File: config.mk
export PLATFORM = sky130hd
export DESIGN_NAME = mpo_output_stage
export DESIGN_NICKNAME = d
export VERILOG_FILES = /design/src/design/mpo_pkg.sv /design/src/design/mpo_output_stage.sv
export SDC_FILE = /design/constraint.sdc
export NUM_CORES = 1
export LEC_CHECK = 0
export BUFFER_PORTS_ARGS = -buffer_cell sky130_fd_sc_hd__buf_2
export CAP_MARGIN = 40
export CORE_ASPECT_RATIO = 1.4
export CORE_MARGIN = 10
export CORE_UTILIZATION = 30
export DETAILED_ROUTE_END_ITERATION = 12
export PLACE_DENSITY_LB_ADDON = 0.2
export SYNTH_ARGS = -nofsm -noshare
export SYNTH_HDL_FRONTEND = slang
export SYNTH_SLANG_ARGS = --single-unit
File: constraint.sdc
create_clock -name i_sys_clk -period 2.6 [get_ports i_sys_clk]
set_clock_uncertainty 0.15 [all_clocks]
set_input_delay 0.52 -clock i_sys_clk [delete_from_list [all_inputs] [get_ports i_sys_clk]]
set_output_delay 0.52 -clock i_sys_clk [all_outputs]
set_load 0.02 [all_outputs]
File: src/design/mpo_pkg.sv
// Purpose: Shared constants and carrier types of the motor PWM output stage.
// Assumes: 32-bit Wishbone words, 16-bit registers in the low half.
// Notes:   Offsets are byte addresses of aligned words.
`default_nettype none
package mpo_pkg;
  // Register byte offsets.
  localparam logic [7:0] A_TBC  = 8'h00; // time_base_control
  localparam logic [7:0] A_OC1  = 8'h04; // output_control_one
  localparam logic [7:0] A_OC2  = 8'h08; // output_control_two
  localparam logic [7:0] A_FAC  = 8'h0c; // fault_a_control
  localparam logic [7:0] A_FBC  = 8'h10; // fault_b_control
  localparam logic [7:0] A_OVR  = 8'h14; // output_override_control
  localparam logic [7:0] A_SEC  = 8'h18; // special_event_compare
  localparam logic [7:0] A_PER  = 8'h1c; // period_value buffer
  localparam logic [7:0] A_DTY0 = 8'h20; // first duty buffer, then one word each
  localparam logic [7:0] A_FST  = 8'h30; // fault status
  localparam logic [7:0] A_STEP = 8'h04;
  // Field positions.
  localparam int TBC_EN    = 15; // time_base_enable
  localparam int OC2_IUE   = 2;  // immediate_update
  localparam int OC2_OVERRIDE_SYNC = 1;  // override_sync
  localparam int OC2_UPDATE_DISABLE  = 0;  // update_disable
  localparam int FC_MODE   = 7;  // fault mode, 1 = cycle-by-cycle
  localparam int SEC_DIR   = 15; // trigger_direction
  // Values after reset.
  localparam logic [15:0] RST_WORD = 16'h0000;
  localparam logic [14:0] RST_PER  = 15'h7fff;
  localparam logic [1:0]  RST_SYNC = 2'h3;
  // Time base mode field encodings.
  typedef enum logic [1:0] {
    TB_FREE   = 2'h0,
    TB_UPDOWN = 2'h1,
    TB_SINGLE = 2'h2,
    TB_DOUBLE = 2'h3
  } mpo_tb_mode_t;
  // Compare values handed to the comparators.
  typedef struct packed {
    logic [3:0][15:0] duty;
    logic [14:0]      period;
  } mpo_cmp_t;
endpackage
`default_nettype wire

File: src/design/mpo_output_stage.sv
// Purpose: Output stage of a four-pair motor PWM unit.
// Assumes: Time base, comparators and dead-time units sit outside on i_sys_clk.
// Notes:   Fault pins are asynchronous and pass a two-flop synchroniser.
// Summary of operation
// - Independent pairs get no dead time; both pins may be active together.
// - Independent pair: one duty source feeds both pins; override picks PWM/off/on.
// - Mode 10 is single pulse: active on enable, inactive at duty match.
// - Single pulse period match ends pulse, clears enable, raises interrupt.
// - Override upper byte selects pins, lower byte gives their forced level.
// - Complementary forced low gives its own level, held off while high is active; no dead time.
// - Sync override applies at zero, and at period in center modes.
// - Reset strap 0 drives pins inactive, strap 1 leaves them tri-stated.
// - Two polarity bits map active and inactive levels, fault levels too.
// - A pin with its enable clear is released to general purpose use.
// - Four pair enables per fault input; all clear means no effect.
// - Eight fault state bits: clear drives inactive, set drives active.
// - Complementary pair with both fault states active: high side wins.
// - When both faults control a pin, fault A state wins.
// - Latched fault holds until pin high and flag cleared, then boundary.
// - Flag cleared while pin still low keeps the fault states.
// - Cycle-by-cycle fault holds while low, resumes at next boundary.
// - Each fault control register holds its own mode bit.
// - Update disable set and immediate clear blocks all buffer transfers.
// - Immediate update makes duty writes take effect at once, not period.
// - Trigger fires when counter equals special event compare value.
// - In up/down modes direction bit picks up or down phase.
// - Clear pair select bit means complementary; reset comes up complementary.
`default_nettype none
module mpo_output_stage (
  // Clock, reset and freeze.
  input  wire logic             i_sys_clk,
  input  wire logic             i_rst_n,
  input  wire logic             i_clk_en,
  // Wishbone slave.
  input  wire logic             i_wb_cyc,
  input  wire logic             i_wb_stb,
  input  wire logic             i_wb_we,
  input  wire logic [7:0]       i_wb_adr,
  input  wire logic [3:0]       i_wb_sel,
  input  wire logic [31:0]      i_wb_dat,
  output logic      [31:0]      o_wb_dat,
  output logic                  o_wb_ack,
  // Time base and comparator results.
  input  wire logic [14:0]      i_tb_count,
  input  wire logic             i_tb_down,
  input  wire logic             i_tb_zero,
  input  wire logic             i_tb_per_match,
  input  wire logic [3:0]       i_duty_pwm,
  input  wire logic [3:0]       i_dt_high,
  input  wire logic [3:0]       i_dt_low,
  // Configuration word and fault pins.
  input  wire logic             i_reset_pin_state_select,
  input  wire logic             i_high_side_polarity,
  input  wire logic             i_low_side_polarity,
  input  wire logic             i_fault_input_a_n,
  input  wire logic             i_fault_input_b_n,
  // Time base control and compare values.
  output logic                  o_tb_enable,
  output logic      [1:0]       o_tb_mode,
  output mpo_pkg::mpo_cmp_t     o_cmp,
  output logic                  o_single_pulse_irq,
  output logic                  o_sevt_trig,
  // Output pins.
  output logic      [3:0]       o_high_side_output,
  output logic      [3:0]       o_low_side_output,
  output logic      [3:0]       o_high_oe_n,
  output logic      [3:0]       o_low_oe_n
);

  // Byte-lane merge of a 16-bit register.
  function automatic logic [15:0] merge(input logic [15:0] old_v,
                                        input logic [31:0] dat,
                                        input logic [3:0]  sel);
    logic [15:0] m;
    m = {{8{sel[1]}}, {8{sel[0]}}};
    return (old_v & ~m) | (dat[15:0] & m);
  endfunction

  // Fault input kept or released at a boundary.
  function automatic logic hold_next(input logic cond, input logic bnd,
                                     input logic cur);
    return cond | (cur & ~bnd);
  endfunction

  logic        ack_q;
  logic [31:0] rdat_q;
  logic        tb_en_q;
  logic [1:0]  tb_mode_q;
  logic [11:0] oc1_q;
  logic [2:0]  oc2_q;
  logic [15:0] fac_q;
  logic [15:0] fbc_q;
  logic [15:0] ovr_q;
  logic [15:0] ovr_eff_q;
  logic [15:0] sec_q;
  logic [14:0] per_buf_q;
  logic [14:0] per_act_q;
  logic [3:0][15:0] dbuf_q;
  logic [3:0][15:0] dact_q;
  logic        cfg_done_q;
  logic        high_side_polarity_q;
  logic        low_side_polarity_q;
  logic [1:0]  fa_sync_q;
  logic [1:0]  fb_sync_q;
  logic        fa_flag_q;
  logic        fb_flag_q;
  logic        fa_hold_q;
  logic        fb_hold_q;
  logic        sp_irq_q;
  logic        sevt_q;
  logic [3:0]  hi_q;
  logic [3:0]  lo_q;
  logic [3:0]  hi_oe_n_q;
  logic [3:0]  lo_oe_n_q;

  // Bus decode; a request is served once and acked the next edge.
  wire         req     = i_wb_cyc & i_wb_stb & ~ack_q & i_clk_en;
  wire         wr      = req & i_wb_we;
  wire         wr_tbc  = wr & (i_wb_adr == mpo_pkg::A_TBC);
  wire         wr_oc1  = wr & (i_wb_adr == mpo_pkg::A_OC1);
  wire         wr_oc2  = wr & (i_wb_adr == mpo_pkg::A_OC2);
  wire         wr_fac  = wr & (i_wb_adr == mpo_pkg::A_FAC);
  wire         wr_fbc  = wr & (i_wb_adr == mpo_pkg::A_FBC);
  wire         wr_ovr  = wr & (i_wb_adr == mpo_pkg::A_OVR);
  wire         wr_sec  = wr & (i_wb_adr == mpo_pkg::A_SEC);
  wire         wr_per  = wr & (i_wb_adr == mpo_pkg::A_PER);
  wire         wr_fst  = wr & (i_wb_adr == mpo_pkg::A_FST) & i_wb_sel[0];
  wire [15:0]  tbc_rd  = {tb_en_q, 13'h0000, tb_mode_q};
  wire [15:0]  tbc_wv  = merge(tbc_rd, i_wb_dat, i_wb_sel);
  wire [15:0]  oc1_wv  = merge({4'h0, oc1_q}, i_wb_dat, i_wb_sel);
  wire [15:0]  oc2_wv  = merge({13'h0000, oc2_q}, i_wb_dat, i_wb_sel);
  wire [15:0]  per_wv  = merge({1'b0, per_buf_q}, i_wb_dat, i_wb_sel);

  // Mode and boundary decode.
  wire         center  = (tb_mode_q == mpo_pkg::TB_UPDOWN)
                       | (tb_mode_q == mpo_pkg::TB_DOUBLE);
  wire         single  = (tb_mode_q == mpo_pkg::TB_SINGLE);
  wire         bnd     = i_tb_zero | (center & i_tb_per_match);
  wire         upd_pt  = i_tb_zero | ((tb_mode_q == mpo_pkg::TB_DOUBLE) & i_tb_per_match);
  wire         update_disable    = oc2_q[mpo_pkg::OC2_UPDATE_DISABLE];
  wire         immediate_update     = oc2_q[mpo_pkg::OC2_IUE];
  wire         override_sync   = oc2_q[mpo_pkg::OC2_OVERRIDE_SYNC];
  wire         load    = ~update_disable & (upd_pt | ~tb_en_q);
  wire         sp_end  = single & tb_en_q & i_tb_per_match;
  wire [3:0]   indep   = oc1_q[11:8];
  wire [3:0]   pen_h   = oc1_q[7:4];
  wire [3:0]   pen_l   = oc1_q[3:0];

  // Trigger: counter match, phase checked only when counting up and down.
  wire         sevt_hit = tb_en_q & (i_tb_count == sec_q[14:0])
                        & (~center | (sec_q[mpo_pkg::SEC_DIR] == i_tb_down));

  // Fault conditions; latched mode also waits for the flag to clear.
  wire         fa_low  = ~fa_sync_q[1];
  wire         fb_low  = ~fb_sync_q[1];
  wire         fa_cond = fa_low | (~fac_q[mpo_pkg::FC_MODE] & fa_flag_q);
  wire         fb_cond = fb_low | (~fbc_q[mpo_pkg::FC_MODE] & fb_flag_q);
  wire         fa_clr  = wr_fst & i_wb_dat[0];
  wire         fb_clr  = wr_fst & i_wb_dat[1];
  wire [3:0]   fa_on   = fac_q[3:0] & {4{fa_hold_q}};
  wire [3:0]   fb_on   = fbc_q[3:0] & {4{fb_hold_q}};

  // Register read selection; unmapped words read zero.
  function automatic logic [15:0] rd_sel(input logic [7:0] a);
    case (a)
      mpo_pkg::A_TBC: rd_sel = tbc_rd;
      mpo_pkg::A_OC1: rd_sel = {4'h0, oc1_q};
      mpo_pkg::A_OC2: rd_sel = {13'h0000, oc2_q};
      mpo_pkg::A_FAC: rd_sel = fac_q;
      mpo_pkg::A_FBC: rd_sel = fbc_q;
      mpo_pkg::A_OVR: rd_sel = ovr_q;
      mpo_pkg::A_SEC: rd_sel = sec_q;
      mpo_pkg::A_PER: rd_sel = {1'b0, per_buf_q};
      8'h20:          rd_sel = dbuf_q[0];
      8'h24:          rd_sel = dbuf_q[1];
      8'h28:          rd_sel = dbuf_q[2];
      8'h2c:          rd_sel = dbuf_q[3];
      mpo_pkg::A_FST: rd_sel = {10'h000, fb_hold_q, fa_hold_q, fb_low, fa_low,
                                fb_flag_q, fa_flag_q};
      default:        rd_sel = mpo_pkg::RST_WORD;
    endcase
  endfunction

  // Per-pair duty buffers and pin equations.
  logic [3:0]  nh;
  logic [3:0]  nl;
  logic [3:0]  act_h;
  logic [3:0]  act_l;
  genvar p;
  generate
    for (p = 0; p < 4; p++)
    begin : g_pair
      wire wr_d = wr & (i_wb_adr == 8'(mpo_pkg::A_DTY0 + mpo_pkg::A_STEP * p));
      wire [15:0] d_wv = merge(dbuf_q[p], i_wb_dat, i_wb_sel);
      // Duty buffer and the copy the comparator uses.
      always_ff @(posedge i_sys_clk or negedge i_rst_n)
      begin
        if (!i_rst_n)
        begin
          dbuf_q[p] <= mpo_pkg::RST_WORD;
          dact_q[p] <= mpo_pkg::RST_WORD;
        end
        else if (i_clk_en)
        begin
          if (wr_d)
            dbuf_q[p] <= d_wv;
          if (wr_d && immediate_update)
            dact_q[p] <= d_wv;
          else if (load)
            dact_q[p] <= dbuf_q[p];
        end
      end
      // Single pulse: source idles once the enable has been cleared.
      wire sp_ok = ~single | tb_en_q;
      wire src_h = sp_ok & (indep[p] ? i_duty_pwm[p] : i_dt_high[p]);
      wire src_l = sp_ok & (indep[p] ? i_duty_pwm[p] : i_dt_low[p]);
      wire sel_h = ovr_eff_q[9 + 2 * p];
      wire sel_l = ovr_eff_q[8 + 2 * p];
      wire lvl_h = ovr_eff_q[1 + 2 * p];
      wire lvl_l = ovr_eff_q[2 * p];
      wire ov_h  = sel_h ? lvl_h : src_h;
      // A forced low side in a complementary pair is held inactive while the high side is active.
      wire ov_l  = sel_l ? (lvl_l & (indep[p] | ~ov_h)) : src_l;
      wire f_on  = fa_on[p] | fb_on[p];
      wire fh    = fa_on[p] ? fac_q[9 + 2 * p] : fbc_q[9 + 2 * p];
      wire fl    = fa_on[p] ? fac_q[8 + 2 * p] : fbc_q[8 + 2 * p];
      assign act_h[p] = f_on ? fh : ov_h;
      assign act_l[p] = f_on ? (fl & (indep[p] | ~fh)) : ov_l;
      assign nh[p]    = ~(act_h[p] ^ high_side_polarity_q);
      assign nl[p]    = ~(act_l[p] ^ low_side_polarity_q);
    end
  endgenerate

  // Bus answer; ack is a single-cycle pulse per request.
  always_ff @(posedge i_sys_clk or negedge i_rst_n)
  begin
    if (!i_rst_n)
    begin
      ack_q  <= 1'b0;
      rdat_q <= 32'h0000_0000;
    end
    else if (i_clk_en)
    begin
      ack_q  <= req;
      rdat_q <= {16'h0000, rd_sel(i_wb_adr)}; // Called at the edge, so never stale.
    end
  end

  // Control registers; a time base control write beats single pulse end.
  always_ff @(posedge i_sys_clk or negedge i_rst_n)
  begin
    if (!i_rst_n)
    begin
      tb_en_q   <= 1'b0;
      tb_mode_q <= mpo_pkg::TB_FREE;
      oc2_q     <= 3'h0;
      fac_q     <= mpo_pkg::RST_WORD;
      fbc_q     <= mpo_pkg::RST_WORD;
      ovr_q     <= mpo_pkg::RST_WORD;
      sec_q     <= mpo_pkg::RST_WORD;
      per_buf_q <= mpo_pkg::RST_PER;
      per_act_q <= mpo_pkg::RST_PER;
      sp_irq_q  <= 1'b0;
      sevt_q    <= 1'b0;
    end
    else if (i_clk_en)
    begin
      if (wr_tbc)
        {tb_en_q, tb_mode_q} <= {tbc_wv[mpo_pkg::TBC_EN], tbc_wv[1:0]};
      else if (sp_end)
        tb_en_q <= 1'b0;
      if (wr_oc2)
        oc2_q <= oc2_wv[2:0];
      if (wr_fac)
        fac_q <= merge(fac_q, i_wb_dat, i_wb_sel) & 16'hff8f;
      if (wr_fbc)
        fbc_q <= merge(fbc_q, i_wb_dat, i_wb_sel) & 16'hff8f;
      if (wr_ovr)
        ovr_q <= merge(ovr_q, i_wb_dat, i_wb_sel);
      if (wr_sec)
        sec_q <= merge(sec_q, i_wb_dat, i_wb_sel);
      if (wr_per)
        per_buf_q <= per_wv[14:0];
      if (load)
        per_act_q <= per_buf_q;
      sp_irq_q <= sp_end;
      sevt_q   <= sevt_hit;
    end
  end

  // Pin control word; its reset value depends on the strap caught after release.
  always_ff @(posedge i_sys_clk or negedge i_rst_n)
  begin
    if (!i_rst_n)
    begin
      cfg_done_q <= 1'b0;
      oc1_q      <= 12'h000;
      high_side_polarity_q     <= 1'b1;
      low_side_polarity_q     <= 1'b1;
    end
    else if (i_clk_en)
    begin
      if (!cfg_done_q)
      begin
        cfg_done_q <= 1'b1;
        oc1_q      <= {4'h0, {8{~i_reset_pin_state_select}}};
        high_side_polarity_q     <= i_high_side_polarity;
        low_side_polarity_q     <= i_low_side_polarity;
      end
      else if (wr_oc1)
        oc1_q <= oc1_wv[11:0];
    end
  end

  // Effective override: immediate, or held for the next sync point.
  always_ff @(posedge i_sys_clk or negedge i_rst_n)
  begin
    if (!i_rst_n)
      ovr_eff_q <= mpo_pkg::RST_WORD;
    else if (i_clk_en && (!override_sync || bnd))
      ovr_eff_q <= ovr_q;
  end

  // Fault synchronisers, sticky flags and hold state; a new event beats a clear.
  always_ff @(posedge i_sys_clk or negedge i_rst_n)
  begin
    if (!i_rst_n)
    begin
      fa_sync_q <= mpo_pkg::RST_SYNC;
      fb_sync_q <= mpo_pkg::RST_SYNC;
      fa_flag_q <= 1'b0;
      fb_flag_q <= 1'b0;
      fa_hold_q <= 1'b0;
      fb_hold_q <= 1'b0;
    end
    else if (i_clk_en)
    begin
      fa_sync_q <= {fa_sync_q[0], i_fault_input_a_n};
      fb_sync_q <= {fb_sync_q[0], i_fault_input_b_n};
      fa_flag_q <= fa_low | (fa_flag_q & ~fa_clr);
      fb_flag_q <= fb_low | (fb_flag_q & ~fb_clr);
      fa_hold_q <= hold_next(fa_cond, bnd, fa_hold_q);
      fb_hold_q <= hold_next(fb_cond, bnd, fb_hold_q);
    end
  end

  // Pins stay released until the strap has been caught.
  always_ff @(posedge i_sys_clk or negedge i_rst_n)
  begin
    if (!i_rst_n)
    begin
      hi_q      <= 4'h0;
      lo_q      <= 4'h0;
      hi_oe_n_q <= 4'hf;
      lo_oe_n_q <= 4'hf;
    end
    else if (i_clk_en)
    begin
      hi_q      <= nh;
      lo_q      <= nl;
      hi_oe_n_q <= ~(pen_h & {4{cfg_done_q}});
      lo_oe_n_q <= ~(pen_l & {4{cfg_done_q}});
    end
  end

  assign o_wb_ack           = ack_q;
  assign o_wb_dat           = rdat_q;
  assign o_tb_enable        = tb_en_q;
  assign o_tb_mode          = tb_mode_q;
  assign o_cmp              = '{duty: dact_q, period: per_act_q};
  assign o_single_pulse_irq = sp_irq_q;
  assign o_sevt_trig        = sevt_q;
  assign o_high_side_output = hi_q;
  assign o_low_side_output  = lo_q;
  assign o_high_oe_n        = hi_oe_n_q;
  assign o_low_oe_n         = lo_oe_n_q;
endmodule
`default_nettype wire

==> run_results.csv <==
group,metric,value,unit
critical_path,worstReg2RegEnd,"oc1_q[11]$_DFFE_PN0P_",
sta,max_freq,419,MHz
drt,finalWirelength,56900,um
yosys,yosysSeqAreaShare,0.519,
sta,relSlewSlack,0.442,
yosys,async_flop_share,1.00,
layout,antennaDiodeCount,0,
layout,fin_cells,2131,
placement,gp_congestion,0.907,
floorplanning,initial_core_util,0.304,
drt,viasPerCell,5.26,
critical_path,start_kind,"flip-flop",
sta,tightest_slew,0.836,ns
critical_path,crit_arrival,2.68,ns
drt,route.vias.total,11200,
sta,period_minus_slack,2.39,ns
yosys,synth_edf_count,0,
layout,drive_above_1_share,0.417,
floorplanning,core,47300,um^2
clocking,cts_buffer_depth,3,
pwr,powerDensity,584,nW/um^2
yosys,ys_ff_latch,296,
clocking,cts_resized,0,
critical_path,worstPathRequired,2.89,ns
status,status,"completed",
yosys,synth_warnings,0,
global_routing,grt_pass1_wl,83000,um
critical_path,cp_max_fo,11,
critical_path,r2r_cells,8,
sta,hold_viol,0,
min_path,hp-class,"input pin to flip-flop",
floorplanning,dieHeight,279,um
layout,fill_cells,4719,
yosys,synth.cell_area,14400,um^2
clocking,ctsHtreeMaxLevel,1,
clocking,cts.sinks,296,
drt,dr.pass1.iters,5,
sta,setup_viol,0,
drt,first_iter_violations,773,
critical_path,critPathKind,"flip-flop to flip-flop",
sta,setup_tns,0,ns
drt,drtAntennaViolNets,0,
yosys,postSynthAreaPerCell,11.8,um^2
global_routing,grt_usage,0.195,
min_path,min_to,"fa_sync_q[0]$_DFFE_PN1P_",
min_path,hp-start,"i_fault_input_a_n",
placement,port_buffers,183,
drt,remaining_drc_errors,0,
floorplanning,num_io_pins,218,
clocking,insertion_delay,0.58,ns
critical_path,reg2reg_slack,0.21,ns
layout,layout.nets,1568,
yosys,syn-instance-count,1219,
clocking,clk_pin_slew_worst_paths,0.06,ns
global_routing,antenna_found_initial,0,
yosys,synth_ff_type,"dfrtp_1",
clocking,cts_buffers,30,
yosys,synth_cell_types,71,
placement,placedCellCount,2073,
clocking,root_buffer,"clkbuf_16",
floorplanning,fp.dieW,205,um
global_routing,grt_pass1_vias,11800,
placement,hpwl,43900,um
floorplanning,die-area,57300,um^2
critical_path,reg2reg_from,"o_wb_ack$_DFFE_PN0P_",
floorplanning,row_count,94,
sta,rsz0062_at_grt,"false",
pwr,p_leak,0.00807,uW
min_path,holdPathStages,2,
run,max_cap_viol_count,0,
layout,areaGrowthSynthToFinish,24.3,%
critical_path,startpoint,"o_wb_ack$_DFFE_PN0P_",
pwr,ir_drop,0.417,mV
clocking,cts_tree,"yes",
global_routing,grt_max_degree,65,
critical_path,crit_path_end_kind,"flip-flop",
drt,wire_per_inst,26.7,um
sta,fin_crit_sh,0.918,
sta,maxSlewViolCount,0,
global_routing,grt_overflow,0,
## worst max path at each step
| stage | endpoint | depth (start not counted) |
|---|---|---|
| 3_5_place_dp | o_wb_dat[14]$_DFFE_PN0P_ | 8 |
| 2_1_floorplan | o_cmp[71]$_DFFE_PN0P_ | 6 |
| 3_3_place_gp | o_wb_dat[2]$_DFFE_PN0P_ | 8 |
| 5_1_grt | oc1_q[11]$_DFFE_PN0P_ | 8 |
| 6_report | oc1_q[11]$_DFFE_PN0P_ | 8 |
| 4_1_cts | oc1_q[11]$_DFFE_PN0P_ | 8 |
## kinds of logic (layout without fill, tap and decap cells)
family                    Yosys count  in the layout  synth area share
DFF                               296            296             0.519
other                               1             16          0.000261
AOI/OAI and AO/OA                 325            325             0.170
buffers and inverters             102            375            0.0343
muxes                             209            209             0.164
and+or+nand+nor                   266            266             0.101
xor gates and xnor gates           20             20            0.0122
## cell type report
type / instances / area, um^2 / area share
Timing Repair Buffer: 307 / 2070 / 0.116
Sequential cell: 296 / 7460 / 0.417
Inverter: 12 / 45.0 / 0.00252
Tap cell: 624 / 781 / 0.0436
Multi-Input combinational cell: 836 / 6510 / 0.364
Clock buffer: 44 / 895 / 0.0500
Clock inverter: 12 / 125 / 0.00699
## through the flow
stage	area [um^2]	hold WS, ns	power (uW)	worst slack [ns]	util
CTS	17900	0.00592	10600	0.234	0.378
floorplan	14400	0.0744	5460	0.131	-
detailed placement	16900	0.298	6030	-0.0370	0.356
finish	17900	0.0300	10400	0.214	0.378
global placement	16900	0.299	6020	-0.00983	0.356
global route	17900	0.0186	10800	0.139	0.378
## worst max-delay path: stages (launching register included)
cell and delay, ns:
dfrtp_1 0.38, and3b_1 0.41, buf_4 0.20, nand3_1 0.07, buf_4 0.22, nor3_2 0.23
buf_4 0.20, mux2i_1 0.26, o22ai_1 0.12
## routing by layer
layer,share of wire,up-vias,GRT usage
met1,0.39,5764,0.228
met3,0.043,88,0.0233
li1,-,5023,-
met4,0.037,0,0.0748
met5,0,-,0
met2,0.53,335,0.356
## cells in the mapped netlist, drive strengths merged, types with 6 or more instances
master	n	area, um^2
dfrtp	252	6310
mux2	185	2090
nand2	110	443
o21a	70	526
o22a	67	587
nor2	57	304
buf	47	287
dfstp	44	1160
clkbuf	43	161
a21oi	38	190
a22oi	34	255
nand3	29	160
o21ai	29	190
mux2i	22	220
nor3	15	90.1
o2bb2ai	15	131
o22ai	14	87.6
xnor2	13	114
inv	11	41.3
a22o	9	78.8
o31ai	9	67.6
nand2b	8	50.1
and3	7	43.8
o211ai	7	52.6
xor2	7	61.3
a221oi	6	52.6
nor3b	6	45.0
## power breakdown
group / internal (uW) / switching (uW) / leakage [uW]
sequential: 4750 / 102 / 0.00381
clock: 2580 / 1940 / 0.000484
combinational: 381 / 700 / 0.00377
total: 7710 / 2740 / 0.00807
## layout by cell type (no fill, tap or decap), drive strengths merged, types with 4 or more instances in the layout
cell type,n
nand4,5
a221oi,6
clkinv,5
nor4b,4
and3,7
clkinvlp,6
nor3,15
nor3b,6
o211ai,7
or3,4
a21oi,38
a22oi,34
clkbuf,44
nand2,110
nand2b,8
inv,11
conb,16
buf,305
o2bb2ai,15
nor2,57
mux2,185
and2,5
o21a,70
mux2i,22
nand3,29
xnor2,13
dfrtp,252
nor4,4
xor2,7
o22a,67
o311a,4
o22ai,14
o21ai,29
a22o,9
o31ai,9
dfstp,44
## timing repair
| item | CTS | global route |
|---|---|---|
| endpoints found under the hold margin | 37 | 0 |
| setup endpoints to repair | 0 | 0 |
| buffers inserted | 0 | 0 |
| hold buffers | 2 | 0 |
(Power assumes the default switching activity.)
